==> src/rtl/floppy_cfg_map.vh <==
// Offsets, fields and reset values of the floppy and power configuration registers
`ifndef FLOPPY_CFG_MAP_VH
`define FLOPPY_CFG_MAP_VH

// ----------------------------------------
// Register indices
// ----------------------------------------
`define IDX_FLOPPY_OUTPUT_CONFIG 8'h05
`define IDX_DRIVE_TYPE_IDS 8'h06
`define IDX_POWER_BOOT_SELECT 8'h07
`define IDX_DECODER_LOW_ADDRESS 8'h08

// ----------------------------------------
// Reset values
// ----------------------------------------
`define RST_FLOPPY_OUTPUT_CONFIG 8'h00
`define RST_DRIVE_TYPE_IDS 8'hFF
`define RST_POWER_BOOT_SELECT 8'h00
`define RST_DECODER_LOW_ADDRESS 8'h00

// ----------------------------------------
// Writable bit masks, reserved bits clear
// ----------------------------------------
`define MASK_FLOPPY_OUTPUT_CONFIG 8'h7F
`define MASK_DRIVE_TYPE_IDS 8'hFF
`define MASK_POWER_BOOT_SELECT 8'hF3
`define MASK_DECODER_LOW_ADDRESS 8'hF0

// ----------------------------------------
// Field positions
// ----------------------------------------
`define FOC_PUSH_PULL 0
`define FOC_TRISTATE 1
`define FOC_NON_BURST 2
`define FOC_DENSEL_LO 3
`define FOC_DENSEL_HI 4
`define FOC_SWAP 5
`define FOC_EXT_FOUR 6
`define PBS_BOOT_HI 1
`define PBS_BOOT_LO 0
`define PBS_APD_LO 4
`define PBS_APD_HI 7
`define DLA_MATCH_HI 7
`define DLA_MATCH_LO 4
`define PSS_DENSITY_CTRL 4

`endif

==> src/rtl/drive_select_map.v <==
// Drive and motor select swap and two or four drive decoding
`timescale 1ns/1ps
`default_nettype none
module drive_select_map (
	// Control
	input wire swap,
	input wire ext_four,
	// Controller side selects
	input wire [1:0] drive_num,
	input wire drive_active,
	input wire [1:0] motor_on,
	// Pin side selects, active high
	output reg [3:0] drive_sel,
	output reg [1:0] motor_sel
);
	reg [1:0] eff_num;
	always @* begin
		eff_num = drive_num;
		if (swap && !drive_num[1]) begin
			eff_num = {1'b0, ~drive_num[0]};
		end
		motor_sel = swap ? {motor_on[0], motor_on[1]} : motor_on;
		drive_sel = 4'h0;
		if (drive_active) begin
			if (ext_four) begin
				// Encoded number on the low pins for an external decoder
				drive_sel = {1'b0, 1'b1, eff_num};
			end else if (!eff_num[1]) begin
				drive_sel[eff_num] = 1'b1;
			end
		end
	end
endmodule
`default_nettype wire

==> src/rtl/non_burst_strobe.v <==
// One-pulse-per-byte strobe shaping for non-burst DMA
`timescale 1ns/1ps
`default_nettype none
module non_burst_strobe (
	// Clock and reset
	input wire clk,
	input wire arst_n,
	// Control
	input wire non_burst,
	input wire fifo_enabled,
	// Requests from the controller core
	input wire dma_req_in,
	input wire int_req_in,
	input wire byte_done,
	// Shaped requests
	output reg dma_req_out,
	output reg int_req_out
);
	reg armed;
	always @(posedge clk or negedge arst_n) begin
		if (!arst_n) begin
			armed <= 1'b1;
			dma_req_out <= 1'b0;
			int_req_out <= 1'b0;
		end else if (non_burst && fifo_enabled) begin
			// One pulse, then hold off until the byte completes
			dma_req_out <= dma_req_in && armed;
			int_req_out <= int_req_in && armed;
			if (byte_done) begin
				armed <= 1'b1;
			end else if (dma_req_in || int_req_in) begin
				armed <= 1'b0;
			end
		end else begin
			armed <= 1'b1;
			dma_req_out <= dma_req_in;
			int_req_out <= int_req_in;
		end
	end
endmodule
`default_nettype wire

==> src/rtl/floppy_power_config_regs.v <==
// Floppy output, drive type, power and decoder configuration registers
`timescale 1ns/1ps
`default_nettype none
`include "floppy_cfg_map.vh"
module floppy_power_config_regs (
	// Clock and reset
	input wire REF_CLK,
	input wire ARST_N,
	input wire HW_RESET,
	// Configuration port
	input wire CONFIG_STATE,
	input wire [7:0] CONFIG_INDEX,
	input wire CONFIG_WR,
	input wire CONFIG_RD,
	input wire [7:0] CONFIG_WDATA,
	output reg [7:0] CONFIG_RDATA,
	output reg CONFIG_RVALID,
	// Density control from the parallel and serial setup register
	input wire DENSITY_FORCE_HIGH,
	// Floppy core signals
	input wire [1:0] CORE_DRIVE_NUM,
	input wire CORE_DRIVE_ACTIVE,
	input wire [1:0] CORE_MOTOR_ON,
	input wire CORE_DENSITY,
	input wire CORE_DMA_REQ,
	input wire CORE_INT_REQ,
	input wire CORE_BYTE_DONE,
	input wire CORE_FIFO_ENABLED,
	// Dedicated floppy pins, output and enable
	output reg [3:0] DRIVE_SEL_OUT,
	output reg [3:0] DRIVE_SEL_OE,
	output reg [1:0] MOTOR_SEL_OUT,
	output reg [1:0] MOTOR_SEL_OE,
	output reg SECOND_DENSITY_PIN_OUT,
	output reg SECOND_DENSITY_PIN_OE,
	output reg PUSH_PULL,
	// Parallel port floppy routing, unaffected by output type and tri-state
	output reg [3:0] PP_DRIVE_SEL,
	output reg [1:0] PP_MOTOR_SEL,
	// Request pins
	output reg FLOPPY_DMA_REQUEST,
	output reg FLOPPY_INTERRUPT_PIN,
	// Configuration to other functions
	output reg [1:0] DENSITY_SELECT,
	output reg [7:0] DRIVE_TYPE_IDS,
	output reg [1:0] BOOT_DRIVE,
	output reg [3:0] AUTO_POWER_DOWN,
	output reg [3:0] DECODE_MATCH_LOW
);

	// ----------------------------------------
	// Register storage
	// ----------------------------------------
	reg [7:0] floppy_output_config;
	reg [7:0] drive_type_ids;
	reg [7:0] power_boot_select;
	reg [7:0] decoder_low_address;
	wire wr_ok = CONFIG_STATE && CONFIG_WR;

	always @(posedge REF_CLK or negedge ARST_N) begin
		if (!ARST_N) begin
			floppy_output_config <= `RST_FLOPPY_OUTPUT_CONFIG;
			drive_type_ids <= `RST_DRIVE_TYPE_IDS;
			power_boot_select <= `RST_POWER_BOOT_SELECT;
			decoder_low_address <= `RST_DECODER_LOW_ADDRESS;
		end else if (HW_RESET) begin
			floppy_output_config <= `RST_FLOPPY_OUTPUT_CONFIG;
			drive_type_ids <= `RST_DRIVE_TYPE_IDS;
			power_boot_select <= `RST_POWER_BOOT_SELECT;
			decoder_low_address <= `RST_DECODER_LOW_ADDRESS;
		end else if (wr_ok) begin
			case (CONFIG_INDEX)
				`IDX_FLOPPY_OUTPUT_CONFIG: begin
					floppy_output_config <= CONFIG_WDATA & `MASK_FLOPPY_OUTPUT_CONFIG;
				end
				`IDX_DRIVE_TYPE_IDS: begin
					drive_type_ids <= CONFIG_WDATA & `MASK_DRIVE_TYPE_IDS;
				end
				`IDX_POWER_BOOT_SELECT: begin
					power_boot_select <= CONFIG_WDATA & `MASK_POWER_BOOT_SELECT;
				end
				`IDX_DECODER_LOW_ADDRESS: begin
					decoder_low_address <= CONFIG_WDATA & `MASK_DECODER_LOW_ADDRESS;
				end
				default: begin
				end
			endcase
		end
	end

	// ----------------------------------------
	// Read path
	// ----------------------------------------
	reg [7:0] next_rdata;
	always @* begin
		case (CONFIG_INDEX)
			`IDX_FLOPPY_OUTPUT_CONFIG: next_rdata = floppy_output_config;
			`IDX_DRIVE_TYPE_IDS: next_rdata = drive_type_ids;
			`IDX_POWER_BOOT_SELECT: next_rdata = power_boot_select;
			`IDX_DECODER_LOW_ADDRESS: next_rdata = decoder_low_address;
			default: next_rdata = 8'h00;
		endcase
	end

	always @(posedge REF_CLK or negedge ARST_N) begin
		if (!ARST_N) begin
			CONFIG_RDATA <= 8'h00;
			CONFIG_RVALID <= 1'b0;
		end else begin
			CONFIG_RVALID <= CONFIG_STATE && CONFIG_RD;
			CONFIG_RDATA <= (CONFIG_STATE && CONFIG_RD) ? next_rdata : 8'h00;
		end
	end

	// ----------------------------------------
	// Drive select mapping and request shaping
	// ----------------------------------------
	wire [3:0] mapped_sel;
	wire [1:0] mapped_motor;
	wire shaped_dma;
	wire shaped_int;

	drive_select_map u_map (
		.swap(floppy_output_config[`FOC_SWAP]),
		.ext_four(floppy_output_config[`FOC_EXT_FOUR]),
		.drive_num(CORE_DRIVE_NUM),
		.drive_active(CORE_DRIVE_ACTIVE),
		.motor_on(CORE_MOTOR_ON),
		.drive_sel(mapped_sel),
		.motor_sel(mapped_motor)
	);

	non_burst_strobe u_strobe (
		.clk(REF_CLK),
		.arst_n(ARST_N),
		.non_burst(floppy_output_config[`FOC_NON_BURST]),
		.fifo_enabled(CORE_FIFO_ENABLED),
		.dma_req_in(CORE_DMA_REQ),
		.int_req_in(CORE_INT_REQ),
		.byte_done(CORE_BYTE_DONE),
		.dma_req_out(shaped_dma),
		.int_req_out(shaped_int)
	);

	// ----------------------------------------
	// Pin drive, registered one cycle after the register update
	// ----------------------------------------
	wire outputs_active = !floppy_output_config[`FOC_TRISTATE];
	wire push_pull = floppy_output_config[`FOC_PUSH_PULL];
	reg [3:0] next_sel_oe;
	reg [1:0] next_motor_oe;
	reg next_den_out;
	reg next_den_oe;
	integer i;

	always @* begin
		next_sel_oe = 4'h0;
		next_motor_oe = 2'h0;
		next_den_out = 1'b1;
		next_den_oe = 1'b0;
		if (outputs_active) begin
			next_den_out = DENSITY_FORCE_HIGH ? 1'b1 : CORE_DENSITY;
			// Open drain drives only the low level, high comes from the pull-up
			next_den_oe = push_pull || !next_den_out;
			for (i = 0; i < 4; i = i + 1) begin
				next_sel_oe[i] = push_pull || !mapped_sel[i];
			end
			for (i = 0; i < 2; i = i + 1) begin
				next_motor_oe[i] = push_pull || !mapped_motor[i];
			end
		end
	end

	always @(posedge REF_CLK or negedge ARST_N) begin
		if (!ARST_N) begin
			DRIVE_SEL_OUT <= 4'h0;
			DRIVE_SEL_OE <= 4'h0;
			MOTOR_SEL_OUT <= 2'h0;
			MOTOR_SEL_OE <= 2'h0;
			SECOND_DENSITY_PIN_OUT <= 1'b1;
			SECOND_DENSITY_PIN_OE <= 1'b0;
			PUSH_PULL <= 1'b0;
			PP_DRIVE_SEL <= 4'h0;
			PP_MOTOR_SEL <= 2'h0;
			FLOPPY_DMA_REQUEST <= 1'b0;
			FLOPPY_INTERRUPT_PIN <= 1'b0;
			DENSITY_SELECT <= 2'h0;
			DRIVE_TYPE_IDS <= `RST_DRIVE_TYPE_IDS;
			BOOT_DRIVE <= 2'h0;
			AUTO_POWER_DOWN <= 4'h0;
			DECODE_MATCH_LOW <= 4'h0;
		end else begin
			DRIVE_SEL_OUT <= mapped_sel;
			DRIVE_SEL_OE <= next_sel_oe;
			MOTOR_SEL_OUT <= mapped_motor;
			MOTOR_SEL_OE <= next_motor_oe;
			SECOND_DENSITY_PIN_OUT <= next_den_out;
			SECOND_DENSITY_PIN_OE <= next_den_oe;
			PUSH_PULL <= push_pull;
			// Parallel port path ignores type and tri-state
			PP_DRIVE_SEL <= mapped_sel;
			PP_MOTOR_SEL <= mapped_motor;
			FLOPPY_DMA_REQUEST <= shaped_dma;
			FLOPPY_INTERRUPT_PIN <= shaped_int;
			DENSITY_SELECT <= floppy_output_config[`FOC_DENSEL_HI:`FOC_DENSEL_LO];
			DRIVE_TYPE_IDS <= drive_type_ids;
			BOOT_DRIVE <= power_boot_select[`PBS_BOOT_HI:`PBS_BOOT_LO];
			AUTO_POWER_DOWN <= power_boot_select[`PBS_APD_HI:`PBS_APD_LO];
			DECODE_MATCH_LOW <= decoder_low_address[`DLA_MATCH_HI:`DLA_MATCH_LO];
		end
	end

endmodule
`default_nettype wire

==> config.mk <==
export PLATFORM = sky130hd
export DESIGN_NAME = floppy_power_config_regs
export DESIGN_NICKNAME = d
export VERILOG_FILES = /design/src/rtl/drive_select_map.v /design/src/rtl/non_burst_strobe.v /design/src/rtl/floppy_power_config_regs.v
export VERILOG_INCLUDE_DIRS = /design/src /design/src/rtl
export SDC_FILE = /design/constraint.sdc
export NUM_CORES = 1
export LEC_CHECK = 0
export BUFFER_PORTS_ARGS = -buffer_cell sky130_fd_sc_hd__buf_4
export CELL_PAD_IN_SITES_DETAIL_PLACEMENT = 0
export CELL_PAD_IN_SITES_GLOBAL_PLACEMENT = 1
export CORE_MARGIN = 5
export CORE_UTILIZATION = 25
export CTS_CLUSTER_SIZE = 16
export DETAILED_ROUTE_END_ITERATION = 7
export HOLD_SLACK_MARGIN = 0.12
export PLACE_DENSITY = 0.64
export SLEW_MARGIN = 20
export SYNTH_ARGS = -nofsm -noshare
export SYNTH_HDL_FRONTEND = slang
export SYNTH_HIERARCHICAL = 1
export SYNTH_SLANG_ARGS = --single-unit
==> constraint.sdc <==
create_clock -name REF_CLK -period 1.1 [get_ports REF_CLK]
set_input_delay 0.11 -clock REF_CLK [delete_from_list [all_inputs] [get_ports REF_CLK]]
set_output_delay 0.11 -clock REF_CLK [all_outputs]
set_load 0.02 [all_outputs]
==> impl_metrics.toml <==
[drt]
vias = 2052
routed_via_density = 4.302
initialDrtViolationCount = 48
ant_nets = 0
wl_per_cell_um = 15.21
wirelength_mm = 7.253
drc = 0
drt_first_pass_iters = 4

[synth]
synth_nets = 246
synth.distinct_cells = 34
synth_common_cells = "dfrtp_1, nor2_1, dfstp_2"
syn_area_per_cell_sq_um = 13.26
synthTopCellsByArea = "dfrtp_1, dfstp_2, mux2i_1"
yosysWarnings = 6
synth_enable_flop_cells = 0
synth.most_common_cell = "dfrtp_1"
synth_top_area_share_pct = 49.62
yosysTopAreaCell = "dfrtp_1"
synth_cells = 213
synth_flop_cell = "dfrtp_1"
ys_seq_area_share_pct = 66.37
synthArstFlopShare_pct = 100.0
netlist_area_sq_um = 2824
synth_seq_cells = 74

[placement]
dp_hpwl_mm = 5.391
placed_cell_area_sq_um = 3761
io_buffers = 84
routabilityCongestion = 0.7984

[worst_setup_path]
crit_buf_inv = 1
cp_max_fo = 5
worstPathArrival_ns = 1.50
cp-start-kind = "input pin"
path_class = "input pin to register"
critical_path.top_delay_family = "simple AND/OR/NAND/NOR gates"
crit_slowest_cell = "or4b_4"
critPathRequiredTime_ns = 1.36
worstSetupEndpointType = "register"
max_stage_delay_ns = 0.60
crit_chain = "buf_6 > or4_4 > or4b_4 > nor2_1"

[clock_tree]
cts_tree = "built"
cts-htree-levels = 3
ctsRootBufferMaster = "clkbuf_16"
cts_buffers = 9
clock_path_buffers = 2
cts_sinks = 74
clock_latency_ns = 0.32
clk_pin_slew_ns = 0.06

[floorplan]
ios = 85
die_y_um = 116.3
rows = 38
dieArea_sq_um = 13520
coreArea_sq_um = 10940
die_w_um = 116.3
initial_utilization_pct = 25.82

[power_and_ir_drop]
p_per_area_nw_per_um2 = 1411
power.leakage_uw = 0.002024
irDropWorstVdd_uv = 793.5

[final_layout]
design_area_sq_um = 4375
num-nets-final = 366
area_growth_pct = 54.94
drive_above_1_share_pct = 51.63
diodes = 0

[global_routing]
grt_max_degree = 46
antenna_found_initial = 0
grt-ovfl-total = 0
grt_pass1_wl_mm = 11.65
grt_pass1_vias = 2256
grt_usage_pct = 11.36

[timing]
min_period_ns = 1.246
report.final.slew_viol_count = 0
fmax_mhz = 802.4
rsz0062_at_grt = "yes"
min_period_over_period_pct = 113.3
setup_tns_ns = -2.196
worst_slack_ns = -0.1462
clock_skew_ns = 0.004998
hold_violations = 0
setup_viol = 24

[hold_path]
hold_class = "input pin to register"

[outcome]
failed_checks = "setup timing"
status = "finished, violations left"

[job]
drv_cap = 0
worst register-to-register path, delay by kind of cell, from the launching register on:
kind / cells / cell delay, ns
flip-flops: 1 / 0.38
AO/OA/AOI/OAI: 2 / 0.30
multiplexers: 1 / 0.26
buffers and inverters: 1 / 0.16
per-stage QoR:
stage	power [uW]	cells	hold WS [ns]	utilization, %	setup slack, ns
floorplan	2975	213	-0.1856	-	-0.3555
global placement	3249	443	0.09017	34.39	-0.4764
detailed placement	3252	443	0.09138	34.39	-0.4984
CTS	6254	477	0.1230	39.32	-0.1144
global route	6423	477	0.1359	40.01	-0.1888
finish	6174	477	0.1261	40.01	-0.1462
flip-flops by register name, indices dropped and copies added (netlist names):
name / count
DRIVE_SEL_OE: 4
power_boot_select: 6
BOOT_DRIVE: 2
MOTOR_SEL_OE: 2
PP_DRIVE_SEL: 4
u_strobe/armed: 1
SECOND_DENSITY_PIN_OE: 1
DRIVE_TYPE_IDS: 8
PUSH_PULL: 1
u_strobe/int_req_out: 1
CONFIG_RDATA: 8
FLOPPY_DMA_REQUEST: 1
PP_MOTOR_SEL: 2
DENSITY_SELECT: 2
SECOND_DENSITY_PIN_OUT: 1
CONFIG_RVALID: 1
decoder_low_address: 4
floppy_output_config: 7
AUTO_POWER_DOWN: 4
u_strobe/dma_req_out: 1
drive_type_ids: 8
DECODE_MATCH_LOW: 4
FLOPPY_INTERRUPT_PIN: 1
cell families after synthesis:
kind of cell    count (synthesis)  synth area share [%]
flops                          74                 66.37
simple gates                   62                 12.27
compound gates                 33                 8.241
mux                            24                 8.817
buf+inv                        17                 3.544
xor+xnor                        2                0.6204
other cells                     1                0.1328
routing by layer:
layer  global-route usage [%]  part of all wire (%)
met2                    17.66                    47
met1                    14.80                    44
met4                    4.486                   1.4
met3                    3.575                   7.3
met5                        0                     0
power by group:
group,switching (uW),total [uW],internal (uW)
clock network,1050,2910,1860
registers,11.4,2770,2760
logic,240,490,250
path summary, 6_finish.rpt:
path	start	endpoint	slack, ns	cells past startpoint
worst max-delay path	CONFIG_INDEX[6]	CONFIG_RDATA[0]	-0.15	4
worst min-delay path	CORE_FIFO_ENABLED	u_strobe/armed	0.13	3
worst max register to register	floppy_output_config[5]	CONFIG_RDATA[5]	-0.13	4
worst min register to register	u_strobe/dma_req_out	FLOPPY_DMA_REQUEST	0.35	0
max in group asynchronous	ARST_N	drive_type_ids[5]	0.51	3
min in group asynchronous	ARST_N	PUSH_PULL	0.29	3
repair_timing:
| item | in CTS | in global routing |
|---|---|---|
| endpoints found under the setup margin | 30 | 45 |
| endpoints found under the hold margin | 103 | 0 |
| gates resized for setup | 13 | 22 |
| pin swaps | 9 | 6 |
| hold buffers | 17 | 0 |
| buffers inserted | 2 | 0 |
cells in the final DEF, fill, tap and decap left out, types with 5 or more instances in the layout:
cell / count
buf_4: 88
a22oi_1: 6
dfstp_2: 18
mux2_2: 7
buf_6: 17
a21oi_1: 6
nor2_1: 20
dlygate4sd3_1: 17
nor2_2: 5
nand2_1: 5
a211o_1: 9
and3_1: 8
clkbuf_16: 9
mux2i_1: 17
dfrtp_1: 55
layout make-up:
class	count	area [sq um]
Fill cell	1075	6560
Sequential cell	74	1876
Timing Repair Buffer	125	1082
Multi-Input combinational cell	122	934.6
Clock buffer	11	252.7
Tap cell	140	175.2
Clock inverter	4	51.30
Inverter	1	3.754
Note: power is estimated with default switching activity, not from simulation.
